**config.mk**
```make
export PLATFORM = sky130hd
export DESIGN_NAME = ipc_bridge
export DESIGN_NICKNAME = d
export VERILOG_FILES = /design/src/inc/ipc_pkg.sv /design/src/inc/ipc_mod_if.sv /design/src/hdl/ipc_clk_gen.sv /design/src/hdl/ipc_mod_cycle.sv /design/src/hdl/ipc_bridge.sv
export VERILOG_INCLUDE_DIRS = /design/src /design/src/inc
export SDC_FILE = /design/constraint.sdc
export NUM_CORES = 1
export LEC_CHECK = 0
export BUFFER_PORTS_ARGS = -buffer_cell sky130_fd_sc_hd__buf_2
export CAP_MARGIN = 15
export CORE_MARGIN = 10
export CORE_UTILIZATION = 49
export DETAILED_ROUTE_END_ITERATION = 16
export PLACE_DENSITY = 0.77
export REMOVE_ABC_BUFFERS = 1
export SLEW_MARGIN = 25
export SYNTH_ARGS = -nofsm -noshare
export SYNTH_HDL_FRONTEND = slang
export SYNTH_HIERARCHICAL = 1
export SYNTH_SLANG_ARGS = --single-unit
```
**constraint.sdc**
```tcl
create_clock -name clk_sys -period 4.15 [get_ports clk_sys]
set_clock_uncertainty 0.15 [all_clocks]
set_input_delay 0.83 -clock clk_sys [delete_from_list [all_inputs] [get_ports clk_sys]]
set_output_delay 0.83 -clock clk_sys [all_outputs]
set_load 0.03 [all_outputs]
```
**src/inc/ipc_params.svh**
```systemverilog
// Offsets, field positions, reset values and timing counts of the carrier bridge.
`ifndef IPC_PARAMS_SVH
`define IPC_PARAMS_SVH
`define IPC_OFF_CTRL 8'h00
`define IPC_OFF_STAT 8'h04
`define IPC_OFF_MASK 8'h08
`define IPC_OFF_PEND 8'h0c
`define IPC_OFF_IRQEN 8'h10
`define IPC_OFF_INFO 8'h14
`define IPC_CTRL_GIE 0
`define IPC_CTRL_CLK 8
`define IPC_EV_TMO 0
`define IPC_EV_RDY 1
`define IPC_INFO_NSLOT 8
`define IPC_MASK_RST 2'h0
`define IPC_RD_ONES 32'hffff_ffff
`define IPC_CLK_NS 10
`define IPC_SYS_MHZ 100
`define IPC_FAST_MHZ 32
`define IPC_SLOW_MHZ 8
`define IPC_TMO_NS 32000
`define IPC_TMO_CYC (`IPC_TMO_NS / `IPC_CLK_NS)
`define IPC_MRST_CYC 16
`define IPC_BAR_BYTES 32'h0400_0000
`endif

```
**src/inc/ipc_pkg.sv**
```systemverilog
// Types shared by the carrier bridge modules.
package ipc_pkg;
  typedef enum logic [1:0] {SP_IO = 2'h0, SP_ID = 2'h1, SP_INT = 2'h2, SP_MEM = 2'h3} ipc_space_t;
  typedef enum logic [3:0] {ST_IDLE = 4'h1, ST_RD = 4'h2, ST_WR = 4'h4, ST_HOLD = 4'h8} ipc_state_t;
endpackage

```
**src/inc/ipc_mod_if.sv**
```systemverilog
// Request and answer between the host side and the module cycle engine.
`timescale 1ns/1ps
interface ipc_mod_if;
  logic start;
  logic wr;
  logic [2:0] slot;
  ipc_pkg::ipc_space_t space;
  logic [22:0] addr;
  logic [3:0] be;
  logic [31:0] wdata;
  logic done;
  logic tmo;
  logic busy;
  logic [31:0] rdata;
  modport master (output start, wr, slot, space, addr, be, wdata, input done, tmo, busy, rdata);
  modport engine (input start, wr, slot, space, addr, be, wdata, output done, tmo, busy, rdata);
endinterface

```
**src/hdl/ipc_clk_gen.sv**
```systemverilog
// Per-slot module clock made from the system clock by a phase accumulator.
`timescale 1ns/1ps
`include "ipc_params.svh"
module ipc_clk_gen #(
  parameter int NSLOT = 5
) (
  // Clock and reset
  input wire logic clk_sys,
  input wire logic rst,
  // Speed select, one picks the fast clock
  input wire logic [NSLOT-1:0] fast,
  // Module clocks
  output logic [NSLOT-1:0] mod_clk
);
  localparam logic [8:0] MODV = 9'(`IPC_SYS_MHZ);
  logic [7:0] acc_ff [NSLOT];
  logic [NSLOT-1:0] clk_ff;

  // Two half periods per module clock period, so the step is twice the rate.
  function automatic logic [8:0] sum_of(input logic [7:0] acc, input logic f);
    sum_of = {1'b0, acc} + (f ? 9'(2 * `IPC_FAST_MHZ) : 9'(2 * `IPC_SLOW_MHZ));
  endfunction

  // The edges jitter by one system cycle; modules see the right mean rate.
  always_ff @(posedge clk_sys or posedge rst) begin
    if (rst) begin
      for (int i = 0; i < NSLOT; i++) acc_ff[i] <= 8'h00;
      clk_ff <= '0;
    end else begin
      for (int i = 0; i < NSLOT; i++) begin
        if (sum_of(acc_ff[i], fast[i]) >= MODV) begin
          acc_ff[i] <= 8'(sum_of(acc_ff[i], fast[i]) - MODV);
          clk_ff[i] <= ~clk_ff[i];
        end else begin
          acc_ff[i] <= 8'(sum_of(acc_ff[i], fast[i]));
        end
      end
    end
  end

  assign mod_clk = clk_ff;
endmodule

```
**src/hdl/ipc_mod_cycle.sv**
```systemverilog
// Module access engine: one cycle on a slot, ended by acknowledge or time-out.
`timescale 1ns/1ps
`include "ipc_params.svh"
module ipc_mod_cycle #(
  parameter int NSLOT = 5,
  parameter int TMO_CYC = `IPC_TMO_CYC
) (
  // Clock and reset
  input wire logic clk_sys,
  input wire logic rst,
  // Request from the host side
  ipc_mod_if.engine req,
  // Module bus
  output logic [NSLOT-1:0] mod_sel,
  output logic [1:0] mod_space,
  output logic [22:0] mod_addr,
  output logic [3:0] mod_be,
  output logic mod_wr,
  output logic [31:0] mod_wdata,
  input wire logic [NSLOT-1:0] mod_ack,
  input wire logic [31:0] mod_rdata
);
  localparam int CW = $clog2(TMO_CYC + 1);
  logic [NSLOT-1:0] sel_ff;
  logic [1:0] space_ff;
  logic [22:0] addr_ff;
  logic [3:0] be_ff;
  logic wr_ff;
  logic [31:0] wd_ff;
  logic [CW-1:0] cnt_ff;
  logic done_ff;
  logic tmo_ff;
  logic [31:0] rd_ff;

  wire logic busy = |sel_ff;
  wire logic ack_hit = |(mod_ack & sel_ff);
  wire logic expire = cnt_ff == CW'(TMO_CYC - 1);

  always_ff @(posedge clk_sys or posedge rst) begin
    if (rst) begin
      sel_ff <= '0;
      space_ff <= 2'h0;
      addr_ff <= 23'h000000;
      be_ff <= 4'h0;
      wr_ff <= 1'b0;
      wd_ff <= 32'h0000_0000;
      cnt_ff <= '0;
      done_ff <= 1'b0;
      tmo_ff <= 1'b0;
      rd_ff <= 32'h0000_0000;
    end else begin
      done_ff <= 1'b0;
      if (!busy && req.start) begin
        sel_ff <= NSLOT'(1) << req.slot;
        space_ff <= req.space;
        addr_ff <= req.addr;
        be_ff <= req.be;
        wr_ff <= req.wr;
        wd_ff <= req.wdata;
        cnt_ff <= '0;
      end else if (busy) begin
        cnt_ff <= cnt_ff + CW'(1);
        if (ack_hit) begin
          sel_ff <= '0;
          done_ff <= 1'b1;
          tmo_ff <= 1'b0;
          rd_ff <= mod_rdata;
        end else if (expire) begin
          sel_ff <= '0;
          done_ff <= 1'b1;
          tmo_ff <= 1'b1;
          rd_ff <= `IPC_RD_ONES;
        end
      end
    end
  end

  assign req.done = done_ff;
  assign req.tmo = tmo_ff;
  assign req.busy = busy;
  assign req.rdata = rd_ff;
  assign mod_sel = sel_ff;
  assign mod_space = space_ff;
  assign mod_addr = addr_ff;
  assign mod_be = be_ff;
  assign mod_wr = wr_ff;
  assign mod_wdata = wd_ff;
endmodule

```
**src/hdl/ipc_bridge.sv**
```systemverilog
// Carrier bridge top: host target port, module slots, interrupts and APB registers.
//
// What this block does
// - Answer the host bus only as a target, never mastering it.
// - Each host transfer is one data phase of 8, 16 or 32 bits.
// - A host read is disconnected at once; the fetch runs behind it.
// - Fetched data waits in the read buffer until the host repeats the read.
// - A module silent for 32 us ends the host access normally.
// - A time-out sets a status flag that can raise the interrupt.
// - Module cycles reach I/O, interrupt, ID and memory space of each slot.
// - Two interrupt lines per slot, each with its own enable and pending bit.
// - Every enabled module interrupt drives the shared host interrupt while the global enable bit of CTRL is set.
// - A pending register shows which module interrupts are active.
// - Software picks 8 or 32 MHz for each slot clock.
// - Slot count is a build parameter, five or three.
// - Module reset follows power-up, power loss and low supply.
// - A strap enables 8 MB memory per slot inside a fixed 64 MB window.
//
// Implementation choices: register access over APB and the register offsets.
`timescale 1ns/1ps
`include "ipc_params.svh"
module ipc_bridge #(
  parameter int NSLOT = 5,
  parameter int TMO_CYC = `IPC_TMO_CYC,
  parameter int MRST_CYC = `IPC_MRST_CYC
) (
  // Clock and reset
  input wire logic clk_sys,
  input wire logic rst,
  // Register bus
  input wire logic psel,
  input wire logic penable,
  input wire logic pwrite,
  input wire logic [7:0] paddr,
  input wire logic [31:0] pwdata,
  output logic [31:0] prdata,
  output logic pready,
  output logic pslverr,
  // Host target port
  input wire logic hst_req,
  input wire logic hst_wr,
  input wire logic hst_bar,
  input wire logic [25:0] hst_addr,
  input wire logic [3:0] hst_be,
  input wire logic [31:0] hst_wdata,
  output logic hst_done,
  output logic hst_retry,
  output logic [31:0] hst_rdata,
  // Host interrupt, open drain
  output logic inta_o,
  output logic inta_oe_n,
  // Module bus
  output logic [NSLOT-1:0] mod_sel,
  output logic [1:0] mod_space,
  output logic [22:0] mod_addr,
  output logic [3:0] mod_be,
  output logic mod_wr,
  output logic [31:0] mod_wdata,
  input wire logic [NSLOT-1:0] mod_ack,
  input wire logic [31:0] mod_rdata,
  // Module clocks, reset and interrupts
  output logic [NSLOT-1:0] mod_clk,
  output logic mod_rst_n,
  input wire logic [2*NSLOT-1:0] mod_irq_n,
  // Supervisor and strap
  input wire logic pwr_ok,
  input wire logic strap_mem_en
);
  localparam int RCW = $clog2(MRST_CYC + 1);

  ipc_mod_if bus ();
  ipc_pkg::ipc_state_t st_ff;
  ipc_pkg::ipc_state_t nxt_st;
  logic [31:0] fifo_ff;
  logic [30:0] key_ff;
  logic mem_en_ff;
  logic strap_done_ff;
  logic gie_ff;
  logic [NSLOT-1:0] fast_ff;
  logic [1:0] stat_ff;
  logic [1:0] mask_ff;
  logic [2*NSLOT-1:0] irqen_ff;
  logic irq_ff;
  logic [RCW-1:0] mrst_cnt_ff;
  logic mrst_n_ff;
  logic [31:0] prdata_ff;
  logic [31:0] rd_val;

  // ==========================================================
  // Host address decode
  // ==========================================================

  // Only single data phases on naturally aligned lanes are accepted.
  function automatic logic be_ok(input logic [3:0] be);
    case (be)
      4'h1, 4'h2, 4'h4, 4'h8, 4'h3, 4'hc, 4'hf: be_ok = 1'b1;
      default: be_ok = 1'b0;
    endcase
  endfunction

  wire logic [2:0] dec_slot = hst_bar ? hst_addr[25:23] : hst_addr[10:8];
  wire ipc_pkg::ipc_space_t dec_space = hst_bar ? ipc_pkg::SP_MEM
                                                : ipc_pkg::ipc_space_t'(hst_addr[7:6]);
  wire logic [22:0] dec_off = hst_bar ? hst_addr[22:0] : {17'h00000, hst_addr[5:0]};
  wire logic bad_slot = dec_slot >= 3'(NSLOT);
  wire logic bad_mem = hst_bar && !mem_en_ff;
  wire logic bad_io = !hst_bar && dec_space == ipc_pkg::SP_MEM;
  wire logic dummy = !be_ok(hst_be) || bad_slot || bad_mem || bad_io;
  wire logic [30:0] key_now = {hst_bar, hst_addr, hst_be};
  wire logic key_hit = key_now == key_ff;

  // ==========================================================
  // Host target sequencer
  // ==========================================================

  wire logic is_idle = st_ff == ipc_pkg::ST_IDLE;
  wire logic is_rd = st_ff == ipc_pkg::ST_RD;
  wire logic is_wr = st_ff == ipc_pkg::ST_WR;
  wire logic is_hold = st_ff == ipc_pkg::ST_HOLD;
  wire logic rd_req = hst_req && !hst_wr;
  wire logic wr_req = hst_req && hst_wr;
  wire logic take_rd = is_idle && rd_req;
  wire logic take_wr = is_idle && wr_req && !dummy;
  wire logic give_rd = is_hold && rd_req && key_hit;

  // Writes hold the host until the module answers; reads never do.
  // A write arriving while a read is parked is retried, so the parked
  // data is not lost before the host comes back for it.
  assign hst_retry = (rd_req && (is_idle || is_rd || (is_hold && !key_hit)))
                     || (wr_req && (is_rd || is_hold));
  assign hst_done = give_rd
                    || (wr_req && is_idle && dummy)
                    || (wr_req && is_wr && bus.done);
  assign hst_rdata = fifo_ff;

  assign bus.start = (take_rd && !dummy) || take_wr;
  assign bus.wr = hst_wr;
  assign bus.slot = dec_slot;
  assign bus.space = dec_space;
  assign bus.addr = dec_off;
  assign bus.be = hst_be;
  assign bus.wdata = hst_wdata;

  always_comb begin
    nxt_st = st_ff;
    case (st_ff)
      ipc_pkg::ST_IDLE: begin
        if (take_rd) begin
          nxt_st = dummy ? ipc_pkg::ST_HOLD : ipc_pkg::ST_RD;
        end else if (take_wr) begin
          nxt_st = ipc_pkg::ST_WR;
        end
      end
      ipc_pkg::ST_RD: begin
        if (bus.done) begin
          nxt_st = ipc_pkg::ST_HOLD;
        end
      end
      ipc_pkg::ST_WR: begin
        if (bus.done) begin
          nxt_st = ipc_pkg::ST_IDLE;
        end
      end
      ipc_pkg::ST_HOLD: begin
        if (give_rd) begin
          nxt_st = ipc_pkg::ST_IDLE;
        end
      end
      default: nxt_st = ipc_pkg::ST_IDLE;
    endcase
  end

  always_ff @(posedge clk_sys or posedge rst) begin
    if (rst) begin
      st_ff <= ipc_pkg::ST_IDLE;
      key_ff <= 31'h0000_0000;
      fifo_ff <= 32'h0000_0000;
    end else begin
      st_ff <= nxt_st;
      if (take_rd) begin
        key_ff <= key_now;
      end
      if (take_rd && dummy) begin
        fifo_ff <= `IPC_RD_ONES;
      end else if (is_rd && bus.done) begin
        fifo_ff <= bus.rdata;
      end
    end
  end

  ipc_mod_cycle #(.NSLOT(NSLOT), .TMO_CYC(TMO_CYC)) u_cycle (
    .clk_sys(clk_sys),
    .rst(rst),
    .req(bus.engine),
    .mod_sel(mod_sel),
    .mod_space(mod_space),
    .mod_addr(mod_addr),
    .mod_be(mod_be),
    .mod_wr(mod_wr),
    .mod_wdata(mod_wdata),
    .mod_ack(mod_ack),
    .mod_rdata(mod_rdata)
  );

  ipc_clk_gen #(.NSLOT(NSLOT)) u_clk (
    .clk_sys(clk_sys),
    .rst(rst),
    .fast(fast_ff),
    .mod_clk(mod_clk)
  );

  // ==========================================================
  // Module reset and memory strap
  // ==========================================================

  always_ff @(posedge clk_sys or posedge rst) begin
    if (rst) begin
      mrst_cnt_ff <= '0;
      mrst_n_ff <= 1'b0;
    end else if (!pwr_ok) begin
      mrst_cnt_ff <= '0;
      mrst_n_ff <= 1'b0;
    end else if (mrst_cnt_ff != RCW'(MRST_CYC - 1)) begin
      mrst_cnt_ff <= mrst_cnt_ff + RCW'(1);
    end else begin
      mrst_n_ff <= 1'b1;
    end
  end
  assign mod_rst_n = mrst_n_ff;

  // The strap is sampled once on the first edge after reset release.
  always_ff @(posedge clk_sys or posedge rst) begin
    if (rst) begin
      strap_done_ff <= 1'b0;
      mem_en_ff <= 1'b0;
    end else if (!strap_done_ff) begin
      strap_done_ff <= 1'b1;
      mem_en_ff <= strap_mem_en;
    end
  end

  // ==========================================================
  // Register bus
  // ==========================================================

  wire logic apb_setup = psel && !penable;
  wire logic apb_wr = psel && penable && pwrite;
  wire logic reg_hit = paddr == `IPC_OFF_CTRL || paddr == `IPC_OFF_STAT
                       || paddr == `IPC_OFF_MASK || paddr == `IPC_OFF_PEND
                       || paddr == `IPC_OFF_IRQEN || paddr == `IPC_OFF_INFO;
  wire logic [2*NSLOT-1:0] pend_w = ~mod_irq_n;
  wire logic [1:0] ev = {is_rd && bus.done, bus.done && bus.tmo};
  wire logic [1:0] w1c = (apb_wr && paddr == `IPC_OFF_STAT) ? pwdata[1:0] : 2'h0;

  assign pready = 1'b1;
  assign pslverr = psel && penable && !reg_hit;
  assign prdata = prdata_ff;

  always_comb begin
    case (paddr)
      `IPC_OFF_CTRL: rd_val = {{(24 - NSLOT){1'b0}}, fast_ff, 7'h00, gie_ff};
      `IPC_OFF_STAT: rd_val = {30'h0000_0000, stat_ff};
      `IPC_OFF_MASK: rd_val = {30'h0000_0000, mask_ff};
      `IPC_OFF_PEND: rd_val = 32'(pend_w);
      `IPC_OFF_IRQEN: rd_val = 32'(irqen_ff);
      `IPC_OFF_INFO: rd_val = {20'h00000, 4'(NSLOT), 6'h00, bus.busy, mem_en_ff};
      default: rd_val = 32'h0000_0000;
    endcase
  end

  always_ff @(posedge clk_sys or posedge rst) begin
    if (rst) begin
      prdata_ff <= 32'h0000_0000;
      gie_ff <= 1'b0;
      fast_ff <= '0;
      mask_ff <= `IPC_MASK_RST;
      irqen_ff <= '0;
    end else begin
      if (apb_setup && !pwrite) begin
        prdata_ff <= rd_val;
      end
      if (apb_wr && paddr == `IPC_OFF_CTRL) begin
        gie_ff <= pwdata[`IPC_CTRL_GIE];
        fast_ff <= pwdata[`IPC_CTRL_CLK +: NSLOT];
      end
      if (apb_wr && paddr == `IPC_OFF_MASK) begin
        mask_ff <= pwdata[1:0];
      end
      if (apb_wr && paddr == `IPC_OFF_IRQEN) begin
        irqen_ff <= pwdata[2*NSLOT-1:0];
      end
    end
  end

  // ==========================================================
  // Interrupts
  // ==========================================================

  // A new event wins over a clear in the same cycle.
  always_ff @(posedge clk_sys or posedge rst) begin
    if (rst) begin
      stat_ff <= 2'h0;
      irq_ff <= 1'b0;
    end else begin
      stat_ff <= (stat_ff & ~w1c) | ev;
      irq_ff <= (gie_ff && |(pend_w & irqen_ff)) || |(stat_ff & mask_ff);
    end
  end

  assign inta_o = 1'b0;
  assign inta_oe_n = ~irq_ff;
endmodule

```
==> results of run 1 <==
stage by stage:
| step | area [um2] | setup WS, ns |
|---|---|---|
| after global placement | 13800 | 0.6066 |
| after global routing | 14870 | 0.4035 |
| after detailed placement | 13800 | 0.5558 |
| final | 14870 | 0.5645 |
| after CTS | 14870 | 0.5382 |
| after floorplan | 11940 | -0.02587 |
layout make-up:
cell class / instances / area (um2)
Inverter: 41 / 161.4
Clock buffer: 37 / 804.5
Timing Repair Buffer: 272 / 1426
Tap cell: 324 / 405.4
Antenna cell: 2 / 5.005
Clock inverter: 14 / 264.0
Sequential cell: 257 / 6432
Multi-Input combinational cell: 782 / 5375
Fill cell: 2000 / 9588
worst paths after layout:
| path | from | to | slack (ns) | depth (start not counted) |
|---|---|---|---|---|
| hold / removal | rst | u_clk/acc_ff[21]$_DFF_PP0_ | 0.26 | 2 |
| setup reg to reg | st_ff[0]$_DFFE_PP1P_ | u_cycle/mod_addr[1]$_DFFE_PP0P_ | 1.49 | 6 |
| setup / recovery | hst_bar | hst_done | 0.56 | 7 |
| max in group asynchronous | rst | u_cycle/mod_addr[8]$_DFFE_PP0P_ | 2.72 | 3 |
| min in group clk_sys | u_clk/mod_clk[3]$_DFFE_PP0P_ | u_clk/mod_clk[3]$_DFFE_PP0P_ | 0.31 | 1 |
| hold reg to reg | u_clk/mod_clk[3]$_DFFE_PP0P_ | u_clk/mod_clk[3]$_DFFE_PP0P_ | 0.31 | 1 |
worst reg2reg max path, delay by kind of cell (launching register included):
family / cells / cell delay (ns)
buffers and inverters: 1 / 0.37
flip-flops: 1 / 0.59
multiplexers: 1 / 0.32
AND/OR/NAND/NOR: 4 / 1.14
Yosys cell counts, types with 4 or more instances:
master and number:
mux2_2 83, nor4_1 4, inv_1 40, and3_1 7, nand2_1 192, nor2b_1 13
a31oi_1 11, nand4_1 11, a22o_1 7, a41o_2 5, xnor2_1 44, ha_1 28
o21ai_0 15, o22a_1 28, dfrtp_1 256, clkbuf_1 27, nand3_1 52, and2_1 20
a21oi_1 46, mux2i_1 12, a21o_1 5, buf_1 5, buf_2 10, o22ai_1 8
a41oi_1 5, nor2_1 32, a32o_1 5, xor2_1 13, buf_4 25, nand2b_1 10
nor3b_1 12, nand3b_1 4, o22a_2 4, a21bo_1 5, or3_1 8
sequential cells by signal (all words and copies together), names as in the netlist, 2 cells and up:
register / cells
u_cycle/req.rdata: 32
fast_ff: 5
key_ff: 31
hst_rdata: 32
mrst_cnt_ff: 5
u_clk/mod_clk: 5
irqen_ff: 10
u_cycle/mod_addr: 23
u_cycle/cnt_ff: 12
u_cycle/mod_wdata: 32
u_clk/acc_ff: 30
u_cycle/mod_be: 4
prdata: 13
st_ff: 4
stat_ff: 2
u_cycle/mod_sel: 5
mask_ff: 2
u_cycle/mod_space: 2
where the power goes:
| group | internal [mW] | leakage [nW] | switching (mW) |
|---|---|---|---|
| Sequential | 3.40 | 3.07 | 0.533 |
| Clock | 1.80 | 0.527 | 1.01 |
| Combinational | 1.71 | 3.52 | 2.54 |
| Total | 6.90 | 7.12 | 4.08 |
kinds of logic after synthesis:
family	synth area share (%)
AOI/OAI and AO/OA	11.84
xor gates and xnor gates	4.337
adders and majority gates	2.857
buffers and inverters	4.470
DFF	52.46
muxes	8.603
other	0.06125
and+or+nand+nor	15.37
layer usage:
layer | vias to the layer above | wire [um]
met4 | 0 | 753
met2 | 227 | 15250
met5 | - | 0
met3 | 47 | 1693
met1 | 4467 | 12150
li1 | 4423 | -
==> metrics.csv, run 1 <==
metric;value;unit
fin_cells;1729;
layout_commonest_cell;buf_2;
avgSynthCellArea;10.85;um2
ys_ff_latch;257;
use_met1;22.21;%
routabilityCongestion;0.8475;
pin_count;302;
synth_area_leaders;dfrtp_1 (52%), mux2_2 (7.6%), nand2_1 (5.9%);
routedWlPerCell;17.27;um
cts_max_path_buffers;3;
clock_latency;0.54;ns
placed_cells;1676;
synth-edff-count;0;
seq_area_frac_synth;52.46;%
synth_area;0.01226;mm2
grt_max_degree;65;
crit_family;simple AND/OR/NAND/NOR gates;
yosys_warnings;6;
relSlewSlack;37.32;%
synth_cells;1130;
initial_core_util;50.12;%
start_kind;input port;
crit_buf_inv;2;
cp_slowest_stage_delay;0.50;ns
rsz0062_at_grt;no;
dr.first_iter.drc_count;462;
synth_top_area_share;52.25;%
maxCapViolations;0;
dieWidth;178.2;um
setup-tns-final;0;ns
p_leak;7.117;nW
hp-class;in -> async;
postCtsSetupBuffers;0;
met3_usage;3.150;%
dp.final_hpwl;21500;um
routed_wl;29850;um
fin_nets;1569;
die_h;178.2;um
antenna_found_initial;1;
track_usage;18.30;%
vdd_drop_max;0.4583;mV
htree_levels;1;
path_clk_slew;0.06;ns
tritoncts;yes;
areaGrowthSynthToFinish;21.32;%
hold_ws;0.2622;ns
cts_root_buf;clkbuf_16;
max_freq;0.2789;GHz
rows;57;
outcome;completed;
final_antenna_net_count;0;
cts_hold_buffers;0;
synthArstFlopShare;100.0;%
cpMostUsedCell;buf_2;
drcViolationCount;0;
path_cells;buf_2 > xnor2_1 > nand4_1 > nor4_1 > and2_2 > a32o_1 > buf_2;
grt_pass1_wl;47790;um
coreArea;0.02446;mm2
drive_above_1_share;32.07;%
grt-ovfl-total;0;
finalMaxSlewViolations;0;
numCtsBuffers;28;
crit_required;3.17;ns
critical_path.slowest_cell;nor4_1;
hold_violations;0;
layout_common_cells;buf_2 (261), dfrtp_1 (256), nand2_1 (192);
use_met2;32.75;%
finalCriticalPeriod;3.585;ns
p_total;10.98;mW
ys_types;82;
worst_ep_arrival_time;2.61;ns
grt_pass1_vias;9320;
tightest_slew;0.9367;ns
power_density;738.5;mW/mm2
port_buffers;261;
crit_path_max_fanout;27;
avgViaCountPerCell;5.300;
setup_viol;0;
die_area;0.03175;mm2
final_util;60.81;%
cp-end-kind;output port;
synth.largest_area_cell;dfrtp_1;
crit_type;in -> out;
vias;9164;
min_period_over_period;86.40;%
synthFlopType;dfrtp_1;
clock_sinks;257;
cts_resized;0;
top_usage_layer;met2;
firstDrtPassIters;5;
(Power assumes the default switching activity.)
==> run 2, diff against run 1 <==
--- a/config.mk
+++ b/config.mk
@@ -9,9 +9,9 @@
 export BUFFER_PORTS_ARGS = -buffer_cell sky130_fd_sc_hd__buf_2
 export CAP_MARGIN = 15
 export CORE_MARGIN = 10
-export CORE_UTILIZATION = 49
+export CORE_UTILIZATION = 41
 export DETAILED_ROUTE_END_ITERATION = 16
-export PLACE_DENSITY = 0.77
+export PLACE_DENSITY = 0.66
 export REMOVE_ABC_BUFFERS = 1
 export SLEW_MARGIN = 25
 export SYNTH_ARGS = -nofsm -noshare
==> metrics.csv, run 2 (same netlist as run 1, synthesis figures left out) <==
metric;value;unit;change
maxCapViolations;0;;unchanged
track_usage;15.89;%;-2.4 points
ff2ff_path_depth;7;;+1
r2r_start;st_ff[0]$_DFFE_PP1P_;;
finalMaxSlewViolations;0;;unchanged
routabilityCongestion;0.7957;;-6.1%
tightest_slew;0.9399;ns;+0.003136 ns
drive_above_1_share;31.65;%;-0.42 points
crit_type;in -> out;;
path_cells;buf_2 > xnor2_1 > nand4_1 > nor4_1 > a21boi_0 > o21a_1 > buf_2;;
start_kind;input port;;
r2r_end;u_cycle/mod_sel[2]$_DFFE_PP0P_;;
cts_max_path_buffers;3;;unchanged
r2r_slack;1.56;ns;+0.07 ns
die_area;0.03722;mm2;+17%
crit_path_max_fanout;27;;unchanged
grt_pass1_wl;48610;um;+1.7%
crit_buf_inv;2;;unchanged
multiInputGateArea;0.005375;mm2;unchanged
dr.first_iter.drc_count;602;;+30%
cts_root_buf;clkbuf_16;;
outcome;completed;;
cp_slowest_stage_delay;0.53;ns;+0.03 ns
htree_levels;1;;unchanged
grt_max_degree;77;;+18%
fin_cells;1797;;+3.9%
clock_sinks;257;;unchanged
layout_common_cells;buf_2 (261), dfrtp_1 (256), nand2_1 (192);;
dp.final_hpwl;21950;um;+2.1%
power_density;719.5;mW/mm2;-2.6%
final_area;0.01483;mm2;-0.33%
vias;9178;;+0.15%
tritoncts;yes;;
grt_pass1_vias;9247;;-0.78%
hold_violations;0;;unchanged
areaGrowthSynthToFinish;20.92;%;
rsz0062_at_grt;no;;
layout_commonest_cell;buf_2;;
die_h;192.9;um;+8.3%
final_antenna_net_count;0;;unchanged
place_ws;0.5361;ns;-0.01977 ns
nFillCells;2734;;+37%
initial_core_util;41.48;%;-8.6 points
postCtsSetupBuffers;0;;unchanged
firstDrtPassIters;5;;unchanged
cp-end-kind;output port;;
avgViaCountPerCell;5.107;;-3.6%
cpMostUsedCell;buf_2;;
final_util;50.15;%;-11 points
path_clk_slew;0.06;ns;about the same
numCtsBuffers;29;;+3.6%
cts_resized;0;;unchanged
pin_count;302;;unchanged
p_leak;7.057;nW;-0.84%
worst_slack;0.5425;ns;-0.02205 ns
fin_nets;1570;;+0.064%
grt-ovfl-total;0;;unchanged
vdd_drop_max;0.4271;mV;-6.8%
cts_hold_buffers;0;;unchanged
postPlaceCellArea;0.01388;mm2;+0.60%
dieWidth;192.9;um;+8.3%
crit_required;3.17;ns;about the same
port_buffers;261;;unchanged
rows;63;;+11%
worst_ep_arrival_time;2.63;ns;+0.02 ns
drcViolationCount;0;;unchanged
min_period_over_period;86.93;%;+0.53 points
antenna_found_initial;2;;+1
routed_wl;30600;um;+2.5%
seq_area;0.006432;mm2;unchanged
crit_family;simple AND/OR/NAND/NOR gates;;
hp-class;in -> async;;
routedWlPerCell;17.03;um;-1.4%
max_freq;0.2772;GHz;-0.61%
critical_path.slowest_cell;nor4_1;;
finalCriticalPeriod;3.608;ns;+0.02205 ns
coreArea;0.02956;mm2;+21%
relSlewSlack;37.11;%;-0.21 points
setup_viol;0;;unchanged
clock_latency;0.55;ns;about the same
placed_cells;1742;;+3.9%
run 2: how the worst max path moves through the flow:
| stage | slack (ns) | depth (start not counted) | start | to |
|---|---|---|---|---|
| 2_1_floorplan | -0.03 | 5 | hst_be[0] | u_cycle/mod_addr[0]$_DFFE_PP0P_ |
| 3_3_place_gp | 0.58 | 7 | hst_bar | hst_retry |
| 3_5_place_dp | 0.54 | 7 | hst_bar | hst_retry |
| 4_1_cts | 0.54 | 7 | hst_bar | hst_retry |
| 5_1_grt | 0.25 | 7 | hst_bar | hst_retry |
| 6_report | 0.54 | 7 | hst_bar | hst_retry |
run 2: per-layer routing:
| metal | track usage, % | up-vias | share of wire, % |
|---|---|---|---|
| li1 | - | 4421 | - |
| met1 | 19.39 | 4515 | 42 |
| met2 | 28.26 | 197 | 51 |
| met3 | 2.674 | 43 | 5.5 |
| met4 | 4.527 | 2 | 1.9 |
| met5 | 0 | - | 0.042 |
run 2: power by group:
group | total [mW] | switching [mW] | internal [mW]
clock | 2.51 | 1.04 | 1.47
sequential | 3.93 | 0.530 | 3.40
combinational | 4.23 | 2.52 | 1.71
total | 10.7 | 4.10 | 6.57
run 2: final cells by class:
type | count | area share (%)
sequential | 257 | 43.39
multi-input combinational | 782 | 36.26
timing repair buffer | 272 | 9.621
clock buffer | 44 | 5.680
tap | 390 | 3.291
inverter | 41 | 1.089
clock inverter | 10 | 0.6583
antenna | 1 | 0.01688
run 2: per-stage QoR:
stage / total power, mW / TNS, ns / hold slack [ns]
floorplan: 7.108 / -1.604 / 0.2984
global placement: 8.103 / 0 / 0.3016
detailed placement: 8.231 / 0 / 0.3015
CTS: 10.80 / 0 / 0.2032
global route: 11.41 / 0 / 0.2318
finish: 10.67 / 0 / 0.2106
run 2: worst register-to-register path: stages (launching register included):
cell     delay [ns]
dfstp_2        0.58
nor2b_1        0.24
nand3_1        0.19
nor2_1         0.32
inv_1          0.18
nor4_1         0.58
nand2_1        0.14
o22ai_2        0.13
==> run 3, diff against run 2 <==
--- a/config.mk
+++ b/config.mk
@@ -11,6 +11,7 @@
 export CORE_MARGIN = 10
 export CORE_UTILIZATION = 41
 export DETAILED_ROUTE_END_ITERATION = 16
+export GPL_TIMING_DRIVEN = 0
 export PLACE_DENSITY = 0.66
 export REMOVE_ABC_BUFFERS = 1
 export SLEW_MARGIN = 25
==> metrics.csv, run 3 (same netlist as run 1, synthesis figures left out) <==
metric;value;unit;change
vdd_drop_max;0.4697;mV;+10%
dr.first_iter.drc_count;407;;-32%
hold_violations;0;;unchanged
crit_family;simple AND/OR/NAND/NOR gates;;
outcome;completed;;
crit_type;in -> out;;
maxCapViolations;0;;unchanged
worst_ep_arrival_time;2.64;ns;about the same
routabilityCongestion;0.7973;;+0.20%
final_antenna_net_count;0;;unchanged
routed_wl;30880;um;+0.91%
avgViaCountPerCell;5.109;;about the same
crit_buf_inv;2;;unchanged
min_period_over_period;87.24;%;+0.32 points
tritoncts;yes;;
dp.final_hpwl;22400;um;+2.1%
htree_levels;1;;unchanged
cts_resized;0;;unchanged
finalMaxSlewViolations;0;;unchanged
areaGrowthSynthToFinish;21.75;%;
drive_above_1_share;31.95;%;+0.30 points
relSlewSlack;36.91;%;-0.20 points
cts_root_buf;clkbuf_16;;
drcViolationCount;0;;unchanged
initial_core_util;41.48;%;unchanged
layout_common_cells;buf_2 (261), dfrtp_1 (256), nand2_1 (191);;
die_h;192.9;um;unchanged
ff2ff_path_depth;5;;-2
antenna_found_initial;2;;unchanged
firstDrtPassIters;5;;unchanged
grt_pass1_wl;48560;um;-0.11%
nFillCells;2739;;+0.18%
grt_max_degree;74;;-3.9%
hp-class;in -> async;;
grt_pass1_vias;9138;;-1.2%
final_util;50.50;%;+0.34 points
cp-end-kind;output port;;
p_total;10.68;mW;about the same
vias;9165;;-0.14%
power_density;715.2;mW/mm2;-0.59%
start_kind;input port;;
setup_viol;0;;unchanged
max_freq;0.2762;GHz;-0.36%
cts_max_path_buffers;3;;unchanged
p_leak;7.080;nW;+0.32%
crit_required;3.17;ns;about the same
track_usage;15.92;%;+0.033 points
cts_hold_buffers;0;;unchanged
rows;63;;unchanged
routedWlPerCell;17.21;um;+1.1%
fin_nets;1568;;-0.13%
cp_slowest_stage_delay;0.52;ns;about the same
rsz0062_at_grt;no;;
cpMostUsedCell;buf_2;;
r2r_start;u_cycle/mod_sel[1]$_DFFE_PP0P_;;
postCtsSetupBuffers;0;;unchanged
finalCriticalPeriod;3.621;ns;+0.01312 ns
numCtsBuffers;30;;+3.4%
coreArea;0.02956;mm2;unchanged
layout_commonest_cell;buf_2;;
cp_num_cells;7;;unchanged
crit_path_max_fanout;27;;unchanged
die_area;0.03722;mm2;unchanged
critical_path.slowest_cell;nor4_1;;
path_clk_slew;0.06;ns;about the same
tightest_slew;0.9429;ns;+0.003050 ns
port_buffers;261;;unchanged
clock_sinks;257;;unchanged
worstSetupStartpoint;hst_bar;;
path_cells;buf_2 > xnor2_1 > nand4_1 > nor4_1 > a21boi_0 > o21a_1 > buf_2;;
grt-ovfl-total;0;;unchanged
clock_latency;0.56;ns;about the same
dieWidth;192.9;um;unchanged
pin_count;302;;unchanged
-- run 3: stage by stage --
stage | TNS [ns] | cells | setup WS [ns] | hold WS, ns | area (um2)
finish | 0 | 1794 | 0.5293 | 0.1600 | 14930
global route | 0 | 1794 | 0.2816 | 0.1621 | 14930
CTS | 0 | 1792 | 0.5174 | 0.1576 | 14910
detailed placement | 0 | 1739 | 0.3134 | 0.3021 | 13970
global placement | -446.36 | 1731 | -1.549 | 0.3019 | 13740
floorplan | -1.604 | 1080 | -0.02587 | 0.2984 | 11940
-- run 3: worst paths after layout --
kind	to	slack, ns
worst min-delay path	hst_rdata[24]$_DFFE_PP0P_	0.16
worst min register to register	u_clk/mod_clk[3]$_DFFE_PP0P_	0.31
worst max register to register	u_cycle/req.rdata[17]$_DFFE_PP0P_	1.45
worst max-delay path	hst_retry	0.53
min in group clk_sys	u_clk/mod_clk[3]$_DFFE_PP0P_	0.31
max in group asynchronous	st_ff[0]$_DFFE_PP1P_	2.99
-- run 3: worst register-to-register path, delay by kind of cell (launching register included) --
family / cells / cell delay [ns]
compound gates: 3 / 1.04
buf+inv: 1 / 0.20
flops: 1 / 0.46
simple gates: 1 / 0.74
-- run 3: area by class of cell --
type / count / area (um2) / area share [%]
Sequential cell: 257 / 6432 / 43.09
Clock buffer: 43 / 859.6 / 5.759
Multi-Input combinational cell: 782 / 5399 / 36.17
Inverter: 41 / 171.4 / 1.148
Clock inverter: 10 / 85.08 / 0.5700
Antenna cell: 2 / 5.005 / 0.03353
Tap cell: 390 / 488.0 / 3.269
Timing Repair Buffer: 269 / 1486 / 9.958
-- run 3: report_power, final --
| part | total, mW | internal (mW) | switching, mW |
|---|---|---|---|
| logic | 4.25 | 1.71 | 2.54 |
| registers | 3.93 | 3.40 | 0.534 |
| clock network | 2.49 | 1.44 | 1.05 |
-- run 3: layer usage --
metal	vias up	GRT usage (%)	share of wire, %
met4	0	3.314	1.3
met2	176	28.04	52
met3	31	2.801	5.5
met1	4539	20.05	42
li1	4419	-	-
met5	-	0	0
